`config.mk`:
```
export PLATFORM = sky130hd
export DESIGN_NAME = apsl_core
export DESIGN_NICKNAME = d
export VERILOG_FILES = /design/src/apsl_pkg.sv /design/src/apsl_core.sv
export SDC_FILE = /design/constraint.sdc
export NUM_CORES = 1
export LEC_CHECK = 0
export BUFFER_PORTS_ARGS = -buffer_cell sky130_fd_sc_hd__buf_2
export CAP_MARGIN = 5
export CORE_UTILIZATION = 38
export CTS_CLUSTER_SIZE = 14
export DETAILED_ROUTE_END_ITERATION = 10
export MAX_ROUTING_LAYER = met4
export REMOVE_ABC_BUFFERS = 1
export SETUP_SLACK_MARGIN = 0.15
export SYNTH_ARGS = -nofsm -noshare
export SYNTH_HDL_FRONTEND = slang
export SYNTH_SLANG_ARGS = --single-unit
export TNS_END_PERCENT = 100
```
`constraint.sdc`:
```
create_clock -name core_clk -period 2.1 [get_ports core_clk]
set_clock_uncertainty 0.2 [all_clocks]
set_input_delay 0.105 -clock core_clk [delete_from_list [all_inputs] [get_ports core_clk]]
set_output_delay 0.105 -clock core_clk [all_outputs]
set_load 0.005 [all_outputs]
```
`src/apsl_pkg.sv`:
```
// constants and carrier types for the analog port alarm/status logic
// assumes a 200 MHz core clock and a 32-bit APB register port
`default_nettype none
package apsl_pkg;
    // clock and acknowledge timing
    localparam int CLK_HZ = 200_000_000;
    localparam int ACK_LOW_MS = 50;
    localparam int ACK_LOW_CYC = ACK_LOW_MS * (CLK_HZ / 1000);
    // register byte offsets
    localparam logic [7:0] CTRL_OFS = 8'h00;
    localparam logic [7:0] STATE_OFS = 8'h04;
    localparam logic [7:0] IRQ_STAT_OFS = 8'h08;
    localparam logic [7:0] IRQ_MASK_OFS = 8'h0c;
    // control fields
    localparam int CTRL_SB_INV = 0;
    localparam int CTRL_STAT_OUT = 1;
    localparam int CTRL_W = 2;
    localparam logic [CTRL_W-1:0] CTRL_RST = 2'h0;
    // event bits, shared by status and mask
    localparam int EV_OV = 0;
    localparam int EV_OC = 1;
    localparam int EV_OP = 2;
    localparam int EV_SOV = 3;
    localparam int EV_OT = 4;
    localparam int EV_PF = 5;
    localparam int EV_ACK = 6;
    localparam int EV_W = 7;
    localparam logic [EV_W-1:0] EV_RST = 7'h00;
    // alarm conditions reported by the power stage
    typedef struct packed {
        logic overvoltage_alarm;
        logic overcurrent_alarm;
        logic overpower_alarm;
        logic overtemperature_alarm;
        logic power_fail_alarm;
        logic safety_overvoltage_alarm;
    } apsl_alarm_s;
    // apb request as seen by the slave
    typedef struct packed {
        logic psel;
        logic penable;
        logic pwrite;
        logic [7:0] paddr;
        logic [31:0] pwdata;
    } apsl_apb_req_s;
endpackage : apsl_pkg
`default_nettype wire

```
`src/apsl_core.sv`:
```
// alarm latching, acknowledge detection and status outputs of the analog remote socket
// assumes socket pins already synchronous to core_clk; rst also models a power cycle
// What this block does
// - Any alarm during analog remote control turns the dc output off.
// - Overvoltage, overcurrent and overpower alarms latch and keep the output off until acknowledged.
// - Acknowledge is standby high, then low for at least 50 ms, then high again, and nothing else.
// - The safety overvoltage alarm ignores acknowledge and clears only by power cycle.
// - A latched safety overvoltage raises the power-fail and the overvoltage indications together.
// - The select input low hands control to the socket, high or open keeps internal control.
// - The resistance-mode input low enables resistance mode, high or open disables it.
// - Alarm output one is high during overtemperature or power fail or while safety overvoltage is latched, else low.
// - Alarm output two is high while an overvoltage, overcurrent, overpower or safety overvoltage alarm is latched, else low.
// - Status is low under constant-voltage regulation and high under the other regulations.
// - In output-state mode status is low while the dc output is on and high while off.
// - Under analog remote control only the standby input decides the dc output, high requesting on.
// - A setup bit inverts the standby input meaning, default level and acknowledge polarity.
`default_nettype none
module apsl_core #(
    parameter int ACK_LOW_CYC = apsl_pkg::ACK_LOW_CYC
) (
    input wire logic core_clk,
    input wire logic rst,
    // apb slave
    input wire apsl_pkg::apsl_apb_req_s apbReq,
    output logic [31:0] prdata,
    output logic pready,
    output logic pslverr,
    output logic irq,
    // socket pins
    input wire logic remoteSelN,
    input wire logic resModeSelN,
    input wire logic output_standby_in,
    output logic alarmOut1,
    output logic alarmOut2,
    output logic statusOut,
    // power stage side
    input wire apsl_pkg::apsl_alarm_s alarmIn,
    input wire logic constant_voltage_regulation,
    input wire logic localOnReq,
    output logic dcOutputOn,
    output logic remoteActive,
    output logic resistanceMode
);
    logic [apsl_pkg::CTRL_W-1:0] ctrl_r;
    logic [apsl_pkg::EV_W-1:0] irqStat_r;
    logic [apsl_pkg::EV_W-1:0] irqMask_r;
    logic [apsl_pkg::EV_W-1:0] events;
    logic [31:0] lowCnt_r;
    logic sbPrev_r;
    logic ovLatch_r;
    logic ocLatch_r;
    logic opLatch_r;
    logic sovLatch_r;
    logic ackDone_r;
    logic sbOnLvl;
    logic ackPulse;
    logic anyLatched;
    logic blockOn;
    logic onReq;
    logic apbAccess;
    logic wrEn;
    logic addrHit;
    logic [31:0] rdMux;

    // standby level in "on" terms; the invert bit flips both sense and ack polarity
    assign sbOnLvl = output_standby_in ^ ctrl_r[apsl_pkg::CTRL_SB_INV];

    // length of the current off phase, saturating so a long low never wraps
    always_ff @(posedge core_clk) begin
        if (rst) begin
            lowCnt_r <= 32'h0;
            sbPrev_r <= 1'b1;
        end else begin
            sbPrev_r <= sbOnLvl;
            if (sbOnLvl) begin
                lowCnt_r <= 32'h0;
            end else if (lowCnt_r < 32'(ACK_LOW_CYC)) begin
                lowCnt_r <= lowCnt_r + 32'h1;
            end
        end
    end

    // ack only on the return edge after a long enough off phase
    assign ackPulse = sbOnLvl && !sbPrev_r && (lowCnt_r >= 32'(ACK_LOW_CYC));

    // latched protections; set wins over ack, and a live condition is never cleared
    always_ff @(posedge core_clk) begin
        if (rst) begin
            ovLatch_r <= 1'b0;
            ocLatch_r <= 1'b0;
            opLatch_r <= 1'b0;
        end else begin
            ovLatch_r <= alarmIn.overvoltage_alarm || (ovLatch_r && !ackPulse);
            ocLatch_r <= alarmIn.overcurrent_alarm || (ocLatch_r && !ackPulse);
            opLatch_r <= alarmIn.overpower_alarm || (opLatch_r && !ackPulse);
        end
    end

    // safety overvoltage has no clear path besides reset (power cycle)
    always_ff @(posedge core_clk) begin
        if (rst) begin
            sovLatch_r <= 1'b0;
        end else if (alarmIn.safety_overvoltage_alarm) begin
            sovLatch_r <= 1'b1;
        end
    end

    assign anyLatched = ovLatch_r || ocLatch_r || opLatch_r || sovLatch_r;
    // live alarms also block, so an output never blips on for the cycle before latching
    assign blockOn = anyLatched || alarmIn.overvoltage_alarm || alarmIn.overcurrent_alarm
        || alarmIn.overpower_alarm || alarmIn.overtemperature_alarm
        || alarmIn.power_fail_alarm || alarmIn.safety_overvoltage_alarm;
    // remote: standby alone decides; local: standby acts as a lockout on the panel request
    assign onReq = remoteActive ? sbOnLvl : (localOnReq && sbOnLvl);

    // dc output enable and selection pins
    always_ff @(posedge core_clk) begin
        if (rst) begin
            dcOutputOn <= 1'b0;
            remoteActive <= 1'b0;
            resistanceMode <= 1'b0;
        end else begin
            dcOutputOn <= onReq && !blockOn;
            remoteActive <= !remoteSelN;
            resistanceMode <= !resModeSelN;
        end
    end

    // socket status pins; safety overvoltage drives both alarm groups at once
    always_ff @(posedge core_clk) begin
        if (rst) begin
            alarmOut1 <= 1'b0;
            alarmOut2 <= 1'b0;
            statusOut <= 1'b1;
        end else begin
            alarmOut1 <= alarmIn.overtemperature_alarm || alarmIn.power_fail_alarm
                || sovLatch_r;
            alarmOut2 <= ovLatch_r || ocLatch_r || opLatch_r || sovLatch_r;
            if (ctrl_r[apsl_pkg::CTRL_STAT_OUT]) begin
                statusOut <= !dcOutputOn;
            end else begin
                statusOut <= !constant_voltage_regulation;
            end
        end
    end

    // apb decode; one wait state so read data comes from a flip-flop
    assign apbAccess = apbReq.psel && apbReq.penable;
    assign wrEn = apbAccess && pready && apbReq.pwrite;
    always_comb begin
        addrHit = 1'b1;
        rdMux = 32'h0;
        if (apbReq.paddr == apsl_pkg::CTRL_OFS) begin
            rdMux[apsl_pkg::CTRL_W-1:0] = ctrl_r;
        end else if (apbReq.paddr == apsl_pkg::STATE_OFS) begin
            rdMux[9:0] = {resistanceMode, remoteActive, dcOutputOn, ovLatch_r, ocLatch_r,
                opLatch_r, sovLatch_r, alarmIn.overtemperature_alarm,
                alarmIn.power_fail_alarm, sbOnLvl};
        end else if (apbReq.paddr == apsl_pkg::IRQ_STAT_OFS) begin
            rdMux[apsl_pkg::EV_W-1:0] = irqStat_r;
        end else if (apbReq.paddr == apsl_pkg::IRQ_MASK_OFS) begin
            rdMux[apsl_pkg::EV_W-1:0] = irqMask_r;
        end else begin
            addrHit = 1'b0;
        end
    end

    // answer phase registers
    always_ff @(posedge core_clk) begin
        if (rst) begin
            pready <= 1'b0;
            prdata <= 32'h0;
            pslverr <= 1'b0;
        end else if (apbAccess && !pready) begin
            pready <= 1'b1;
            prdata <= apbReq.pwrite ? 32'h0 : rdMux;
            pslverr <= !addrHit;
        end else begin
            pready <= 1'b0;
            pslverr <= 1'b0;
        end
    end

    // software controls; the mask shares the event layout
    always_ff @(posedge core_clk) begin
        if (rst) begin
            ctrl_r <= apsl_pkg::CTRL_RST;
            irqMask_r <= apsl_pkg::EV_RST;
        end else if (wrEn && apbReq.paddr == apsl_pkg::CTRL_OFS) begin
            ctrl_r <= apbReq.pwdata[apsl_pkg::CTRL_W-1:0];
        end else if (wrEn && apbReq.paddr == apsl_pkg::IRQ_MASK_OFS) begin
            irqMask_r <= apbReq.pwdata[apsl_pkg::EV_W-1:0];
        end
    end

    // rising edges of the alarm state and accepted acks
    always_ff @(posedge core_clk) begin
        if (rst) begin
            ackDone_r <= 1'b0;
        end else begin
            ackDone_r <= ackPulse;
        end
    end
    assign events[apsl_pkg::EV_OV] = alarmIn.overvoltage_alarm && !ovLatch_r;
    assign events[apsl_pkg::EV_OC] = alarmIn.overcurrent_alarm && !ocLatch_r;
    assign events[apsl_pkg::EV_OP] = alarmIn.overpower_alarm && !opLatch_r;
    assign events[apsl_pkg::EV_SOV] = alarmIn.safety_overvoltage_alarm && !sovLatch_r;
    assign events[apsl_pkg::EV_OT] = alarmIn.overtemperature_alarm && !alarmOut1;
    assign events[apsl_pkg::EV_PF] = alarmIn.power_fail_alarm && !alarmOut1;
    assign events[apsl_pkg::EV_ACK] = ackDone_r;

    // sticky status, write one to clear; a new event in the clear cycle survives
    always_ff @(posedge core_clk) begin
        if (rst) begin
            irqStat_r <= apsl_pkg::EV_RST;
            irq <= 1'b0;
        end else begin
            if (wrEn && apbReq.paddr == apsl_pkg::IRQ_STAT_OFS) begin
                irqStat_r <= (irqStat_r & ~apbReq.pwdata[apsl_pkg::EV_W-1:0]) | events;
            end else begin
                irqStat_r <= irqStat_r | events;
            end
            irq <= |(irqStat_r & irqMask_r);
        end
    end
endmodule : apsl_core
`default_nettype wire

```
### After elaboration in Yosys (flattened, before gate mapping)

Index checks and enable logic that the tools add are counted.

* word-level logic and storage cells: 102
* register bits: 95
* input bits: 56

* add/subtract/negate cells: 1
* muxes and demuxes: 15
* reduce and logical (&&, ||, !) cells: 53
* bitwise operators: 8
* eq/ne operators: 3
* magnitude comparators: 2

Operator list (number)
* $add A32 B1 Y32 const B: 1
* $ge A32 B24 Y1 const B: 1
* $lt A32 B24 Y1 const B: 1
* $mux W7: 4
* $logic_and A1 B1 Y1: 20
* $eq A8 B4 Y1 const B: 2
* $and A7 B7 Y7: 2
* $logic_not A1 Y1: 14
* $logic_or A1 B1 Y1: 14
* $or A7 B7 Y7: 2
* $mux W10: 1
* $eq A8 B3 Y1 const B: 1
* $logic_not A8 Y1: 1
* $mux W8: 1
* $mux W1: 7
* $not A7 Y7: 1
* $reduce_or A7 Y1: 1
* $reduce_or A2 Y1: 2
* $mux W3: 1
* $mux W2: 1
* $not A1 Y1: 2
* $reduce_and A2 Y1: 1
* $xor A1 B1 Y1: 1

### Logic depth before layout (Yosys ltp)

Gate-level depths: netlist of run 1.

* word-level depth: 11
* depth in mapped cells: 7
* depth with buffers taken out: 6

### Least setup slack after synthesis of run 1

OpenSTA, ideal clock, no wires.

* kind: register -> register
* start: reg lowCnt_r[9]
* end: reg ocLatch_r
* buffers on the path: 0
* stages on the path, launching flop included: 7
* arrival: 1812 ps
* required time: 1772 ps
* period minus slack after synthesis: 2139 ps
* setup slack: -39 ps
* path through: dfxtp_1 -> nand2_1 -> or4b_4 -> a31o_2 -> a311o_1 -> a21oi_1 -> nor2_1

* cells in the longest elaborated chain, start to end: 5

RTL lines
* start, declared: line apsl_core.sv:48 `logic [31:0] lowCnt_r;`
* start signal, assigned: line apsl_core.sv:78 `lowCnt_r <= lowCnt_r + 32'h1;`
* $ge A32 B24 Y1: line apsl_core.sv:84 `assign ackPulse = sbOnLvl && !sbPrev_r && (lowCnt_r >= 32'(ACK_LOW_CYC));`
* $logic_and A1 B1 Y1: line apsl_core.sv:84
* $logic_not A1 Y1: line apsl_core.sv:94 `ocLatch_r <= alarmIn.overcurrent_alarm || (ocLatch_r && !ackPulse);`
* $logic_and A1 B1 Y1: line apsl_core.sv:94
* $logic_or A1 B1 Y1: line apsl_core.sv:94
* end signal, assigned: line apsl_core.sv:94
* end, declared: line apsl_core.sv:51 `logic ocLatch_r;`

No other way between the ends.
A chain may end at the register's enable or synchronous reset.

### Worst setup path after layout of run 1

* start: reg lowCnt_r[9]
* end: reg lowCnt_r[19]

* cells in the longest elaborated chain, start to end: 1

RTL lines (line)
* $add A32 B1 Y32 or $lt A32 B24 Y1 (tied branches): apsl_core.sv:78, apsl_core.sv:77

Several ways; a longest one is shown, not always the timed one.

==> results of run 1 <==
[per-layer routing]
metal,global-route usage [%],vias up,wire length [um]
met3,3.62,12,332
met4,9.97,0,140
met1,24.1,1478,4100
met2,32.7,91,4160
met5,-,-,0
li1,-,1556,-
[how the worst max path moves through the flow]
| stage | cells after the start | slack (ps) | endpoint | from |
|---|---|---|---|---|
| floorplan | 5 | -260 | lowCnt_r[6] | ctrl_r[0] |
| global placement | 7 | -130 | opLatch_r | lowCnt_r[23] |
| detailed placement | 6 | -160 | lowCnt_r[13] | lowCnt_r[31] |
| CTS | 7 | -4 | opLatch_r | lowCnt_r[23] |
| global route | 8 | -140 | lowCnt_r[19] | lowCnt_r[10] |
| finish | 8 | -70 | lowCnt_r[19] | lowCnt_r[9] |
[worst max-delay path, stage by stage (launching register included)]
cell and delay [ps]:
sky130_fd_sc_hd__dfxtp_2 360, sky130_fd_sc_hd__nand2_2 70, sky130_fd_sc_hd__or4b_4 540, sky130_fd_sc_hd__buf_4 160, sky130_fd_sc_hd__a31oi_4 230, sky130_fd_sc_hd__or4_4 200, sky130_fd_sc_hd__buf_6 100, sky130_fd_sc_hd__xor2_1 150
sky130_fd_sc_hd__nor2_1 50
[synth_stat cells, types with 2 or more instances]
| library cell | instances |
|---|---|
| sky130_fd_sc_hd__a21oi_1 | 29 |
| sky130_fd_sc_hd__a22o_1 | 4 |
| sky130_fd_sc_hd__a22oi_1 | 7 |
| sky130_fd_sc_hd__a31o_2 | 2 |
| sky130_fd_sc_hd__a31oi_1 | 2 |
| sky130_fd_sc_hd__and2_1 | 11 |
| sky130_fd_sc_hd__and3_1 | 3 |
| sky130_fd_sc_hd__buf_1 | 2 |
| sky130_fd_sc_hd__buf_4 | 22 |
| sky130_fd_sc_hd__clkbuf_1 | 9 |
| sky130_fd_sc_hd__dfxtp_1 | 73 |
| sky130_fd_sc_hd__ha_1 | 2 |
| sky130_fd_sc_hd__inv_1 | 16 |
| sky130_fd_sc_hd__mux2i_1 | 11 |
| sky130_fd_sc_hd__nand2_1 | 31 |
| sky130_fd_sc_hd__nand2b_1 | 2 |
| sky130_fd_sc_hd__nand3_1 | 8 |
| sky130_fd_sc_hd__nand4_1 | 5 |
| sky130_fd_sc_hd__nor2_1 | 43 |
| sky130_fd_sc_hd__nor2b_1 | 8 |
| sky130_fd_sc_hd__nor3_1 | 9 |
| sky130_fd_sc_hd__nor4_1 | 13 |
| sky130_fd_sc_hd__nor4_4 | 2 |
| sky130_fd_sc_hd__o211ai_1 | 2 |
| sky130_fd_sc_hd__o21ai_0 | 15 |
| sky130_fd_sc_hd__o311ai_0 | 2 |
| sky130_fd_sc_hd__o31ai_1 | 5 |
| sky130_fd_sc_hd__o41ai_1 | 2 |
| sky130_fd_sc_hd__or2_2 | 2 |
| sky130_fd_sc_hd__or3_1 | 9 |
| sky130_fd_sc_hd__or4_1 | 4 |
| sky130_fd_sc_hd__xnor2_1 | 8 |
| sky130_fd_sc_hd__xor2_1 | 2 |
[registers in the layout, summed over array words and instances, names as in the netlist]
name and flops:
ocLatch_r 1, prdata 10, irq 1, opLatch_r 1
pslverr 1, ctrl_r 2, sbPrev_r 1, ovLatch_r 1
pready 1, resistanceMode 1, dcOutputOn 1, remoteActive 1
alarmOut2 1, statusOut 1, lowCnt_r 32, ackDone_r 1
sovLatch_r 1, irqMask_r 7, alarmOut1 1, irqStat_r 7
[area by class of cell]
type / instances / area share, %
Inverter: 16 / 1.26
Clock inverter: 6 / 1.42
Sequential cell: 73 / 30.9
Clock buffer: 10 / 2.90
Multi-Input combinational cell: 276 / 39.6
Tap cell: 105 / 2.76
Timing Repair Buffer: 136 / 21.1
[cell families (layout without fill, tap and decap cells)]
| group | Yosys count | after routing | synth area share, % |
|---|---|---|---|
| AO/OA/AOI/OAI | 73 | 73 | 14.2 |
| XOR/XNOR | 10 | 10 | 2.66 |
| adder cells (fa/ha/maj) | 2 | 2 | 0.761 |
| buffers and inverters | 50 | 168 | 8.26 |
| flip-flops | 73 | 73 | 44.5 |
| multiplexers | 12 | 12 | 4.04 |
| other | 1 | 22 | 0.114 |
| AND/OR/NAND/NOR | 156 | 157 | 25.5 |
[layout by cell type (no fill, tap or decap), types with 9 or more instances in the layout]
cell	n
sky130_fd_sc_hd__conb_1	22
sky130_fd_sc_hd__and2_1	10
sky130_fd_sc_hd__nor4_1	9
sky130_fd_sc_hd__buf_2	49
sky130_fd_sc_hd__dfxtp_1	66
sky130_fd_sc_hd__dlygate4sd3_1	26
sky130_fd_sc_hd__nor2_1	42
sky130_fd_sc_hd__clkbuf_8	10
sky130_fd_sc_hd__mux2i_1	11
sky130_fd_sc_hd__nand2_1	27
sky130_fd_sc_hd__a21oi_1	25
sky130_fd_sc_hd__inv_1	15
sky130_fd_sc_hd__buf_4	53
[stage by stage]
| step | cells | instance area (um2) | setup TNS, ps | setup slack [ps] |
|---|---|---|---|---|
| after global placement | 569 | 3910 | -1050 | -126 |
| after floorplan | 364 | 3150 | -335 | -255 |
| after global routing | 622 | 4750 | -1240 | -145 |
| after detailed placement | 569 | 3910 | -1210 | -158 |
| final | 622 | 4750 | -189 | -73.0 |
| after CTS | 613 | 4500 | -3.63 | -3.63 |
[power groups by stage]
stage / Combinational (mW) / Sequential [mW] / Clock, mW
CTS: 0.196 / 1.43 / 1.16
finish: 0.202 / 1.43 / 1.14
floorplan: 0.0711 / 1.46 / 0
detailed placement: 0.157 / 1.46 / 0
global placement: 0.155 / 1.46 / 0
global route: 0.226 / 1.43 / 1.23
[repair_timing]
item | CTS | global route
setup endpoints to repair | 26 | 28
hold buffers | 26 | 0
cloned | 0 | 1
gates resized for setup | 30 | 38
pin swaps | 8 | 23
hold endpoints to repair | 30 | 0
setup buffers | 2 | 8
==> run_summary.xml, run 1 <==
<?xml version="1.0" encoding="UTF-8"?>
<metrics>
  <group name="route">
    <metric name="detail_route.vias_per_cell" unit="">5.04</metric>
    <metric name="drt_first_iter_violations" unit="">112</metric>
    <metric name="routed_wire_length_per_instance" unit="um">14.0</metric>
    <metric name="final_antenna_net_count" unit="">0</metric>
    <metric name="route.final.wire_length" unit="um">8740</metric>
    <metric name="drt_pass1_iterations" unit="">4</metric>
    <metric name="dr_total_vias" unit="">3137</metric>
    <metric name="drc_errors" unit="">0</metric>
  </group>
  <group name="synthesis">
    <metric name="post_synth_top_area_share" unit="%">44.5</metric>
    <metric name="post-synth-top-area-cell" unit="">sky130_fd_sc_hd__dfxtp_1</metric>
    <metric name="synth_top_flop_cell" unit="">sky130_fd_sc_hd__dfxtp_1</metric>
    <metric name="synth_enable_flop_cells" unit="">0</metric>
    <metric name="postSynth.asyncResetShare" unit="%">0</metric>
    <metric name="synth.avg_cell_area" unit="um2">8.72</metric>
    <metric name="synth_area_leaders" unit="">sky130_fd_sc_hd__dfxtp_1, sky130_fd_sc_hd__buf_4, sky130_fd_sc_hd__nor2_1</metric>
    <metric name="ys_seq_area_share" unit="%">44.5</metric>
    <metric name="yosys.cell_types.count" unit="">45</metric>
    <metric name="mappedNetlistArea" unit="mm2">0.00329</metric>
    <metric name="synthesis.yosys.warnings" unit="">0</metric>
    <metric name="synth_cells" unit="">377</metric>
    <metric name="postSynthRegisterBits" unit="">73</metric>
  </group>
  <group name="setup_path">
    <metric name="worstSetupStartpointType" unit="">flop</metric>
    <metric name="r2r-start" unit="">lowCnt_r[9]</metric>
    <metric name="worstRegToRegCells" unit="">8</metric>
    <metric name="end_kind" unit="">flop</metric>
    <metric name="critPathArrivalTime" unit="ps">2210</metric>
    <metric name="timing.setup.critical_path_class" unit="">flop to flop</metric>
    <metric name="crit_fanout" unit="">5</metric>
    <metric name="end_of_the_worst_register_to_register_path" unit="">lowCnt_r[19]</metric>
    <metric name="worst-endpoint-required" unit="ps">2140</metric>
    <metric name="reg2reg_setup_slack" unit="ps">-70</metric>
  </group>
  <group name="global_route">
    <metric name="globalRoute.totalOverflow" unit="">0</metric>
    <metric name="all_layer_gr_usage" unit="%">20.2</metric>
    <metric name="first_global_vias" unit="">2965</metric>
    <metric name="grt_first_pass_wirelength" unit="um">13600</metric>
    <metric name="grt_antenna_before_repair" unit="">0</metric>
    <metric name="maximum_number_of_pins_on_one_net_before_global_route_repair" unit="">23</metric>
  </group>
  <group name="power">
    <metric name="reg_power_share" unit="%">51.6</metric>
    <metric name="pwr_density_cell" unit="mW/mm2">582</metric>
    <metric name="power.switching_fraction" unit="%">24.6</metric>
    <metric name="design_power_total" unit="mW">2.77</metric>
    <metric name="share_comb_of_total_power" unit="%">7.3</metric>
    <metric name="power_leakage" unit="nW">1.91</metric>
    <metric name="power.clock.fraction" unit="%">41.1</metric>
    <metric name="cell_internal_pwr" unit="mW">2.09</metric>
    <metric name="switching_power" unit="uW">681</metric>
    <metric name="vdd.ir_drop.worst" unit="mV">0.350</metric>
  </group>
  <group name="hold_path">
    <metric name="hold_end" unit="">prdata[4]</metric>
    <metric name="hold_path.class" unit="">input port to flop</metric>
    <metric name="hold_path.startpoint" unit="">apbReq[34]</metric>
    <metric name="min_delay_path_depth" unit="">3</metric>
  </group>
  <group name="finish">
    <metric name="regArea" unit="mm2">0.00147</metric>
    <metric name="antenna_cells" unit="">0</metric>
    <metric name="area_growth_syn_to_fin" unit="%">44.6</metric>
    <metric name="n_fill_cell" unit="">743</metric>
    <metric name="drive_gt1_share" unit="%">34.6</metric>
    <metric name="layout.nets" unit="">570</metric>
    <metric name="final_core_utilization" unit="%">57.3</metric>
    <metric name="multi_input_area" unit="mm2">0.00188</metric>
  </group>
  <group name="timing">
    <metric name="fin_hold_ws" unit="ps">57.1</metric>
    <metric name="post_route_worst_setup_slack" unit="ps">-73.0</metric>
    <metric name="timing.max_slew.rel_slack" unit="%">59.2</metric>
    <metric name="final_max_slew_viol_count" unit="">0</metric>
    <metric name="finalSetupViolCount" unit="">7</metric>
    <metric name="worst-slew-pin-transition" unit="ps">611</metric>
    <metric name="final_period_minus_worst_setup_slack" unit="ps">2170</metric>
    <metric name="achievable-frequency" unit="MHz">460</metric>
    <metric name="layout_worst_path_cycle_share" unit="%">103</metric>
    <metric name="finalHoldViolCount" unit="">0</metric>
    <metric name="rsz0062_at_grt" unit="">true</metric>
  </group>
  <group name="floorplan">
    <metric name="start_util" unit="%">39.6</metric>
    <metric name="die_boundary_width" unit="um">95.0</metric>
    <metric name="design.die.area" unit="mm2">0.00903</metric>
    <metric name="io_pins" unit="">97</metric>
    <metric name="die_height" unit="um">95.0</metric>
    <metric name="core_region_area" unit="mm2">0.00830</metric>
    <metric name="core.rowCount" unit="">33</metric>
  </group>
  <group name="placement">
    <metric name="port-buffer-count" unit="">49</metric>
    <metric name="dp.final_hpwl" unit="um">5660</metric>
    <metric name="gp_routability_congestion" unit="">0.798</metric>
  </group>
  <group name="run_status">
    <metric name="run_status" unit="">complete, but fails checks</metric>
    <metric name="violations" unit="">negative setup slack</metric>
  </group>
  <group name="clocking">
    <metric name="cts_sinks" unit="">73</metric>
    <metric name="cts_htree_levels" unit="">3</metric>
    <metric name="clkTransAtPathRegs" unit="ps">90</metric>
    <metric name="clk_latency" unit="ps">350</metric>
    <metric name="tritoncts.num_buffers" unit="">9</metric>
    <metric name="cts-root-to-sink-buffers" unit="">2</metric>
    <metric name="clockRootBuffer" unit="">sky130_fd_sc_hd__clkbuf_8</metric>
    <metric name="cts_tree" unit="">done</metric>
  </group>
  <group name="run">
    <metric name="drv.max_cap_violation_count" unit="">0</metric>
  </group>
</metrics>
No activity file was read; power rests on OpenSTA's default activity.
==> run 2: changes to the inputs <==
--- a/config.mk
+++ b/config.mk
@@ -6,13 +6,13 @@
 export NUM_CORES = 1
 export LEC_CHECK = 0
 export BUFFER_PORTS_ARGS = -buffer_cell sky130_fd_sc_hd__buf_2
-export CAP_MARGIN = 5
+export CORE_ASPECT_RATIO = 0.7
 export CORE_UTILIZATION = 38
 export CTS_CLUSTER_SIZE = 14
 export DETAILED_ROUTE_END_ITERATION = 10
 export MAX_ROUTING_LAYER = met4
 export REMOVE_ABC_BUFFERS = 1
-export SETUP_SLACK_MARGIN = 0.15
+export SETUP_SLACK_MARGIN = 0.4
 export SYNTH_ARGS = -nofsm -noshare
 export SYNTH_HDL_FRONTEND = slang
 export SYNTH_SLANG_ARGS = --single-unit
==> run 2 against run 1 <==
Against the previous run: routed wire length grew 6.8%; fmax grew 0.60%; clock power grew 34%; largest power group is now clock; first-iteration DRC count grew 36%; flip-flop and latch count is the same; largest cell class unchanged; highest routed layer unchanged; the run still ends with negative setup slack left; register-to-register slack is essentially flat; critical path depth shrank 1.
==> run_summary.xml, run 2 (synthesis results as in run 1) <==
<?xml version="1.0" encoding="UTF-8"?>
<metrics>
  <group name="hold_path">
    <metric name="hold_path.class" unit="">input port to flop</metric>
  </group>
  <group name="power">
    <metric name="vdd.ir_drop.worst" unit="mV">0.381</metric>
    <metric name="design_power_total" unit="mW">3.17</metric>
    <metric name="pwr_density_cell" unit="mW/mm2">636</metric>
    <metric name="power_leakage" unit="nW">2.01</metric>
  </group>
  <group name="floorplan">
    <metric name="io_pins" unit="">97</metric>
    <metric name="die_boundary_width" unit="um">113</metric>
    <metric name="design.die.area" unit="mm2">0.00903</metric>
    <metric name="core.rowCount" unit="">27</metric>
    <metric name="die_height" unit="um">79.8</metric>
    <metric name="core_region_area" unit="mm2">0.00811</metric>
    <metric name="start_util" unit="%">40.5</metric>
  </group>
  <group name="clocking">
    <metric name="clk_latency" unit="ps">330</metric>
    <metric name="clkTransAtPathRegs" unit="ps">60</metric>
    <metric name="cts-root-to-sink-buffers" unit="">2</metric>
    <metric name="cts_sinks" unit="">73</metric>
    <metric name="cts_tree" unit="">done</metric>
    <metric name="clockRootBuffer" unit="">sky130_fd_sc_hd__clkbuf_16</metric>
    <metric name="tritoncts.num_buffers" unit="">9</metric>
    <metric name="cts_htree_levels" unit="">3</metric>
  </group>
  <group name="run_status">
    <metric name="run_status" unit="">complete, but fails checks</metric>
    <metric name="violations" unit="">negative setup slack</metric>
  </group>
  <group name="finish">
    <metric name="regArea" unit="mm2">0.00148</metric>
    <metric name="area_growth_syn_to_fin" unit="%">51.6</metric>
    <metric name="layout_top_registers" unit="">lowCnt_r (32), prdata (10)</metric>
    <metric name="drive_gt1_share" unit="%">40.0</metric>
    <metric name="most-common-layout-cells" unit="">sky130_fd_sc_hd__dfxtp_1, sky130_fd_sc_hd__buf_4, sky130_fd_sc_hd__buf_2, sky130_fd_sc_hd__nor2_1, sky130_fd_sc_hd__dlygate4sd3_1</metric>
    <metric name="largest-register" unit="">lowCnt_r</metric>
    <metric name="n_fill_cell" unit="">674</metric>
    <metric name="number_of_flip_flops_in_the_largest_register" unit="">32</metric>
    <metric name="multi_input_area" unit="mm2">0.00199</metric>
    <metric name="antenna_cells" unit="">0</metric>
    <metric name="layout.nets" unit="">573</metric>
    <metric name="finalInstanceArea" unit="mm2">0.00498</metric>
    <metric name="layout.cells.most_common" unit="">sky130_fd_sc_hd__dfxtp_1</metric>
  </group>
  <group name="run">
    <metric name="drv.max_cap_violation_count" unit="">0</metric>
  </group>
  <group name="placement">
    <metric name="port-buffer-count" unit="">49</metric>
    <metric name="placed_area" unit="mm2">0.00392</metric>
    <metric name="gp_routability_congestion" unit="">0.839</metric>
    <metric name="dp.final_hpwl" unit="um">6170</metric>
  </group>
  <group name="timing">
    <metric name="fin_hold_ws" unit="ps">32.8</metric>
    <metric name="achievable-frequency" unit="MHz">463</metric>
    <metric name="timing.max_slew.rel_slack" unit="%">60.9</metric>
    <metric name="rsz0062_at_grt" unit="">true</metric>
    <metric name="final_period_minus_worst_setup_slack" unit="ps">2160</metric>
    <metric name="finalSetupViolCount" unit="">1</metric>
    <metric name="setup_tns" unit="ps">-60.0</metric>
    <metric name="layout_worst_path_cycle_share" unit="%">103</metric>
    <metric name="post_route_worst_setup_slack" unit="ps">-60.0</metric>
    <metric name="finalHoldViolCount" unit="">0</metric>
    <metric name="worst-slew-pin-transition" unit="ps">582</metric>
    <metric name="final_max_slew_viol_count" unit="">0</metric>
  </group>
  <group name="global_route">
    <metric name="all_layer_gr_usage" unit="%">21.1</metric>
    <metric name="first_global_vias" unit="">2867</metric>
    <metric name="grt_antenna_before_repair" unit="">0</metric>
    <metric name="grt_first_pass_wirelength" unit="um">14200</metric>
    <metric name="globalRoute.totalOverflow" unit="">0</metric>
    <metric name="maximum_number_of_pins_on_one_net_before_global_route_repair" unit="">26</metric>
  </group>
  <group name="route">
    <metric name="drt_pass1_iterations" unit="">6</metric>
    <metric name="routed_wire_length_per_instance" unit="um">15.0</metric>
    <metric name="dr_total_vias" unit="">3210</metric>
    <metric name="final_antenna_net_count" unit="">0</metric>
    <metric name="drc_errors" unit="">0</metric>
    <metric name="drt_first_iter_violations" unit="">152</metric>
    <metric name="detail_route.vias_per_cell" unit="">5.17</metric>
    <metric name="route.final.wire_length" unit="um">9330</metric>
  </group>
  <group name="setup_path">
    <metric name="end_kind" unit="">flop</metric>
    <metric name="worstSetupStartpointType" unit="">flop</metric>
    <metric name="timing.setup.critical_path_class" unit="">flop to flop</metric>
    <metric name="critPathArrivalTime" unit="ps">2230</metric>
    <metric name="crit_fanout" unit="">3</metric>
    <metric name="worst-endpoint-required" unit="ps">2170</metric>
  </group>
</metrics>
run 2: cell types whose count changed in the layout (fill, tap and decap cells not counted), sizes merged:
cell          delta
clkinv           -1
dlymetal6s4s     +1
buf              +5
inv              +1
dlygate4sd3      -3
run 2: metal layers:
metal	part of all wire (%)	vias up	GRT usage, %
met5	0	-	-
met4	1.1	0	6.32
met3	4.3	9	3.80
met2	45	88	31.0
met1	50	1549	29.3
li1	-	1564	-
run 2: through the flow:
step | setup WS, ps | util, % | instances
2_1_floorplan | -255 | - | 364
3_3_place_gp | -139 | 48.3 | 566
3_5_place_dp | -204 | 48.3 | 566
4_1_cts | -33.1 | 58.5 | 614
5_1_grt | -95.1 | 61.5 | 621
6_report | -60.0 | 61.5 | 621
run 2: final cells by class:
class | instances | area share [%]
Tap cell | 101 | 2.54
Clock buffer | 10 | 4.59
Inverter | 16 | 1.21
Sequential cell | 73 | 29.7
Clock inverter | 6 | 1.36
Timing Repair Buffer | 139 | 20.7
Multi-Input combinational cell | 276 | 39.9
run 2: worst max-delay path: stages (launching register included):
cell and delay [ps]:
sky130_fd_sc_hd__dfxtp_1 320, sky130_fd_sc_hd__nor3_2 170, sky130_fd_sc_hd__buf_4 150, sky130_fd_sc_hd__a31oi_4 90, sky130_fd_sc_hd__buf_6 130, sky130_fd_sc_hd__or4_4 550
sky130_fd_sc_hd__or3_4 350, sky130_fd_sc_hd__a21oi_2 130
run 2: final timing paths:
| path | from | endpoint | slack [ps] | cells after the start |
|---|---|---|---|---|
| setup / recovery | lowCnt_r[17] | lowCnt_r[21] | -60 | 7 |
| hold / removal | output_standby_in | ackDone_r | 30 | 4 |
| setup reg to reg | lowCnt_r[17] | lowCnt_r[21] | -60 | 7 |
| hold reg to reg | sbPrev_r | ackDone_r | 240 | 1 |
run 2: where the power goes:
| part | switching [mW] | total [mW] | internal [mW] |
|---|---|---|---|
| sequential | 0.0258 | 1.43 | 1.41 |
| combinational | 0.109 | 0.207 | 0.0979 |
| clock | 0.606 | 1.53 | 0.924 |
| total | 0.741 | 3.17 | 2.43 |
run 2: what timing repair did:
action	in CTS	in global routing
endpoints found under the hold margin	27	0
pin swaps	25	42
buffers inserted	7	6
endpoints found under the setup margin	30	45
hold buffers	24	0
gates cloned	1	1
resized for setup	60	45
==> run 3: changes to the inputs <==
--- a/config.mk
+++ b/config.mk
@@ -5,12 +5,14 @@
 export SDC_FILE = /design/constraint.sdc
 export NUM_CORES = 1
 export LEC_CHECK = 0
-export BUFFER_PORTS_ARGS = -buffer_cell sky130_fd_sc_hd__buf_2
 export CORE_ASPECT_RATIO = 0.7
-export CORE_UTILIZATION = 38
+export CORE_UTILIZATION = 55
 export CTS_CLUSTER_SIZE = 14
 export DETAILED_ROUTE_END_ITERATION = 10
+export DONT_BUFFER_PORTS = 1
+export GPL_TIMING_DRIVEN = 0
 export MAX_ROUTING_LAYER = met4
+export PLACE_DENSITY = 0.73
 export REMOVE_ABC_BUFFERS = 1
 export SETUP_SLACK_MARGIN = 0.4
 export SYNTH_ARGS = -nofsm -noshare
==> run 3 against run 2 <==
Against the previous run: first-iteration DRC count rose to 3.0 times the previous value; combinational power barely moved; the flow still finishes with violations (negative setup slack); via count rose by 6.0%; critical path depth fell by 1; sequential share of layout area rose by 2.0 points; clock power fell by 18%; global-route usage rose by 11 points; design area fell by 4.8%; worst setup slack got worse by 97 ps; flip-flop and latch count did not move; routed wire length rose by 21%.
==> run_summary.xml, run 3 (synthesis results as in run 1) <==
<?xml version="1.0" encoding="UTF-8"?>
<metrics>
  <group name="route">
    <metric name="routed_wire_length_per_instance" unit="um">21.1</metric>
    <metric name="dr_total_vias" unit="">3403</metric>
    <metric name="drt_first_iter_violations" unit="">458</metric>
    <metric name="route.final.wire_length" unit="um">11300</metric>
    <metric name="detail_route.vias_per_cell" unit="">6.34</metric>
    <metric name="final_antenna_net_count" unit="">0</metric>
    <metric name="drc_errors" unit="">0</metric>
    <metric name="drt_pass1_iterations" unit="">8</metric>
  </group>
  <group name="power">
    <metric name="power.switching_fraction" unit="%">24.1</metric>
    <metric name="pwr_density_cell" unit="mW/mm2">608</metric>
    <metric name="vdd.ir_drop.worst" unit="mV">0.621</metric>
    <metric name="cell_internal_pwr" unit="mW">2.19</metric>
    <metric name="share_comb_of_total_power" unit="%">7.2</metric>
    <metric name="reg_power_share" unit="%">49.5</metric>
    <metric name="power_leakage" unit="nW">1.80</metric>
    <metric name="power.clock.fraction" unit="%">43.3</metric>
    <metric name="switching_power" unit="uW">695</metric>
  </group>
  <group name="finish">
    <metric name="multi_input_area" unit="mm2">0.00212</metric>
    <metric name="most-common-layout-cells" unit="">sky130_fd_sc_hd__dfxtp_1, sky130_fd_sc_hd__nor2_1, sky130_fd_sc_hd__buf_4, sky130_fd_sc_hd__dlygate4sd3_1, sky130_fd_sc_hd__conb_1</metric>
    <metric name="drive_gt1_share" unit="%">35.9</metric>
    <metric name="antenna_cells" unit="">0</metric>
    <metric name="layout.nets" unit="">515</metric>
    <metric name="largest-register" unit="">lowCnt_r</metric>
    <metric name="layout.cells.most_common" unit="">sky130_fd_sc_hd__dfxtp_1</metric>
    <metric name="layout_top_registers" unit="">lowCnt_r (32), prdata (10)</metric>
    <metric name="instances_no_fill" unit="">537</metric>
    <metric name="regArea" unit="mm2">0.00150</metric>
    <metric name="area_growth_syn_to_fin" unit="%">44.3</metric>
    <metric name="n_fill_cell" unit="">299</metric>
    <metric name="number_of_flip_flops_in_the_largest_register" unit="">32</metric>
  </group>
  <group name="global_route">
    <metric name="globalRoute.totalOverflow" unit="">0</metric>
    <metric name="grt_first_pass_wirelength" unit="um">14800</metric>
    <metric name="all_layer_gr_usage" unit="%">32.3</metric>
    <metric name="maximum_number_of_pins_on_one_net_before_global_route_repair" unit="">29</metric>
    <metric name="first_global_vias" unit="">2988</metric>
    <metric name="grt_antenna_before_repair" unit="">0</metric>
  </group>
  <group name="floorplan">
    <metric name="core_region_area" unit="mm2">0.00576</metric>
    <metric name="start_util" unit="%">57.1</metric>
    <metric name="die_height" unit="um">66.7</metric>
    <metric name="die_boundary_width" unit="um">94.4</metric>
    <metric name="design.die.area" unit="mm2">0.00629</metric>
    <metric name="io_pins" unit="">97</metric>
    <metric name="core.rowCount" unit="">23</metric>
  </group>
  <group name="run_status">
    <metric name="run_status" unit="">complete, but fails checks</metric>
    <metric name="violations" unit="">negative setup slack</metric>
  </group>
  <group name="placement">
    <metric name="dp.final_hpwl" unit="um">5000</metric>
    <metric name="gp_routability_congestion" unit="">0.873</metric>
    <metric name="place.detailed.instances" unit="">439</metric>
    <metric name="port-buffer-count" unit="">0</metric>
  </group>
  <group name="clocking">
    <metric name="clockRootBuffer" unit="">sky130_fd_sc_hd__clkbuf_8</metric>
    <metric name="clkTransAtPathRegs" unit="ps">80</metric>
    <metric name="cts-root-to-sink-buffers" unit="">2</metric>
    <metric name="tritoncts.num_buffers" unit="">9</metric>
    <metric name="clk_latency" unit="ps">350</metric>
    <metric name="cts_tree" unit="">done</metric>
    <metric name="cts_htree_levels" unit="">3</metric>
    <metric name="cts_sinks" unit="">73</metric>
  </group>
  <group name="run">
    <metric name="drv.max_cap_violation_count" unit="">0</metric>
  </group>
  <group name="setup_path">
    <metric name="worstRegToRegCells" unit="">6</metric>
    <metric name="worstSetupStartpointType" unit="">flop</metric>
    <metric name="crit_fanout" unit="">3</metric>
    <metric name="end_kind" unit="">flop</metric>
    <metric name="crit_slowest_cell" unit="">sky130_fd_sc_hd__or4b_4</metric>
    <metric name="crit_cells" unit="">6</metric>
    <metric name="worst-endpoint-required" unit="ps">2090</metric>
    <metric name="critical_path.n_buffers_inverters" unit="">0</metric>
    <metric name="cp_top_family" unit="">compound AO/OA/AOI/OAI gates</metric>
    <metric name="timing.setup.critical_path_class" unit="">flop to flop</metric>
    <metric name="slowest_delay" unit="ps">520</metric>
    <metric name="critPathArrivalTime" unit="ps">2250</metric>
    <metric name="crit_path_cell_trace" unit="">nand2_4 &gt; or4b_4 &gt; a31o_4 &gt; a311o_1 &gt; a21oi_2 &gt; nor2_1</metric>
  </group>
  <group name="timing">
    <metric name="achievable-frequency" unit="MHz">443</metric>
    <metric name="worst-slew-pin-transition" unit="ps">1160</metric>
    <metric name="finalHoldViolCount" unit="">0</metric>
    <metric name="post_route_worst_setup_slack" unit="ps">-157</metric>
    <metric name="finalSetupViolCount" unit="">13</metric>
    <metric name="setup_tns" unit="ps">-776</metric>
    <metric name="final_max_slew_viol_count" unit="">0</metric>
    <metric name="timing.max_slew.rel_slack" unit="%">22.4</metric>
    <metric name="final_period_minus_worst_setup_slack" unit="ps">2260</metric>
    <metric name="rsz0062_at_grt" unit="">true</metric>
    <metric name="layout_worst_path_cycle_share" unit="%">107</metric>
  </group>
  <group name="hold_path">
    <metric name="min_delay_path_depth" unit="">5</metric>
    <metric name="hold_path.class" unit="">input port to flop</metric>
  </group>
</metrics>
run 3: changes by cell type in the layout (fill, tap and decap cells not counted), sizes merged:
| cell | delta |
|---|---|
| buf | -64 |
| dlygate4sd3 | +3 |
| clkbuf | +2 |
| dlymetal6s4s | +2 |
| inv | -2 |
| bufinv | +1 |
| clkinv | -1 |
| clkinvlp | +1 |
run 3: layout make-up:
class,count,share of cell area [%]
inverter,16,1.34
sequential,73,31.7
multi-input combinational,276,44.6
clock inverter,4,1.61
timing repair inverter,1,0.158
clock buffer,12,3.06
timing repair buffer,80,15.5
tap,75,1.98
run 3: power groups by stage:
stage                     logic, mW  clock network [mW]  registers (mW)
after global routing          0.220                1.31            1.43
after CTS                     0.166                1.24            1.43
final                         0.209                1.25            1.43
after floorplan              0.0711                   0            1.46
after global placement       0.0843                   0            1.46
after detailed placement     0.0858                   0            1.46
run 3: path summary, 6_finish.rpt:
check                      end          from  slack [ps]
setup / recovery     ocLatch_r  lowCnt_r[10]        -160
hold / removal       prdata[0]    apbReq[34]          30
setup reg to reg     ocLatch_r  lowCnt_r[10]        -160
hold reg to reg   lowCnt_r[30]  lowCnt_r[30]         290
run 3: worst register-to-register path, stage by stage, from the launching register on:
cell and delay, ps:
sky130_fd_sc_hd__dfxtp_4 390, sky130_fd_sc_hd__nand2_4 80, sky130_fd_sc_hd__or4b_4 520, sky130_fd_sc_hd__a31o_4 260, sky130_fd_sc_hd__a311o_1 370, sky130_fd_sc_hd__a21oi_2 220
sky130_fd_sc_hd__nor2_1 70
run 3: timing repair:
action | CTS | global route
hold endpoints to repair | 52 | 10
pin swaps | 24 | 36
gates resized for setup | 69 | 74
endpoints found under the setup margin | 58 | 67
cloned | 2 | 0
buffers inserted | 33 | 17
hold buffers | 28 | 2
run 3: per-stage QoR:
| step | util, % | power, mW | hold WS (ps) | instance area, um2 | worst slack, ps |
|---|---|---|---|---|---|
| after floorplan | - | 1.53 | -28.3 | 3150 | -255 |
| after global placement | 56.4 | 1.55 | -24.6 | 3250 | -1060 |
| after detailed placement | 56.4 | 1.55 | -24.1 | 3250 | -1100 |
| after CTS | 74.7 | 2.83 | -64.7 | 4300 | 12.2 |
| after global routing | 82.4 | 2.96 | 56.1 | 4740 | -178 |
| final | 82.4 | 2.89 | 28.4 | 4740 | -157 |
run 3: layer usage:
layer | global-route usage (%) | vias up | share of wire [%]
met2 | 47.0 | 291 | 45
met1 | 41.9 | 1590 | 39
met3 | 9.59 | 66 | 11
li1 | - | 1456 | -
met5 | - | - | 0
met4 | 13.5 | 0 | 4.7
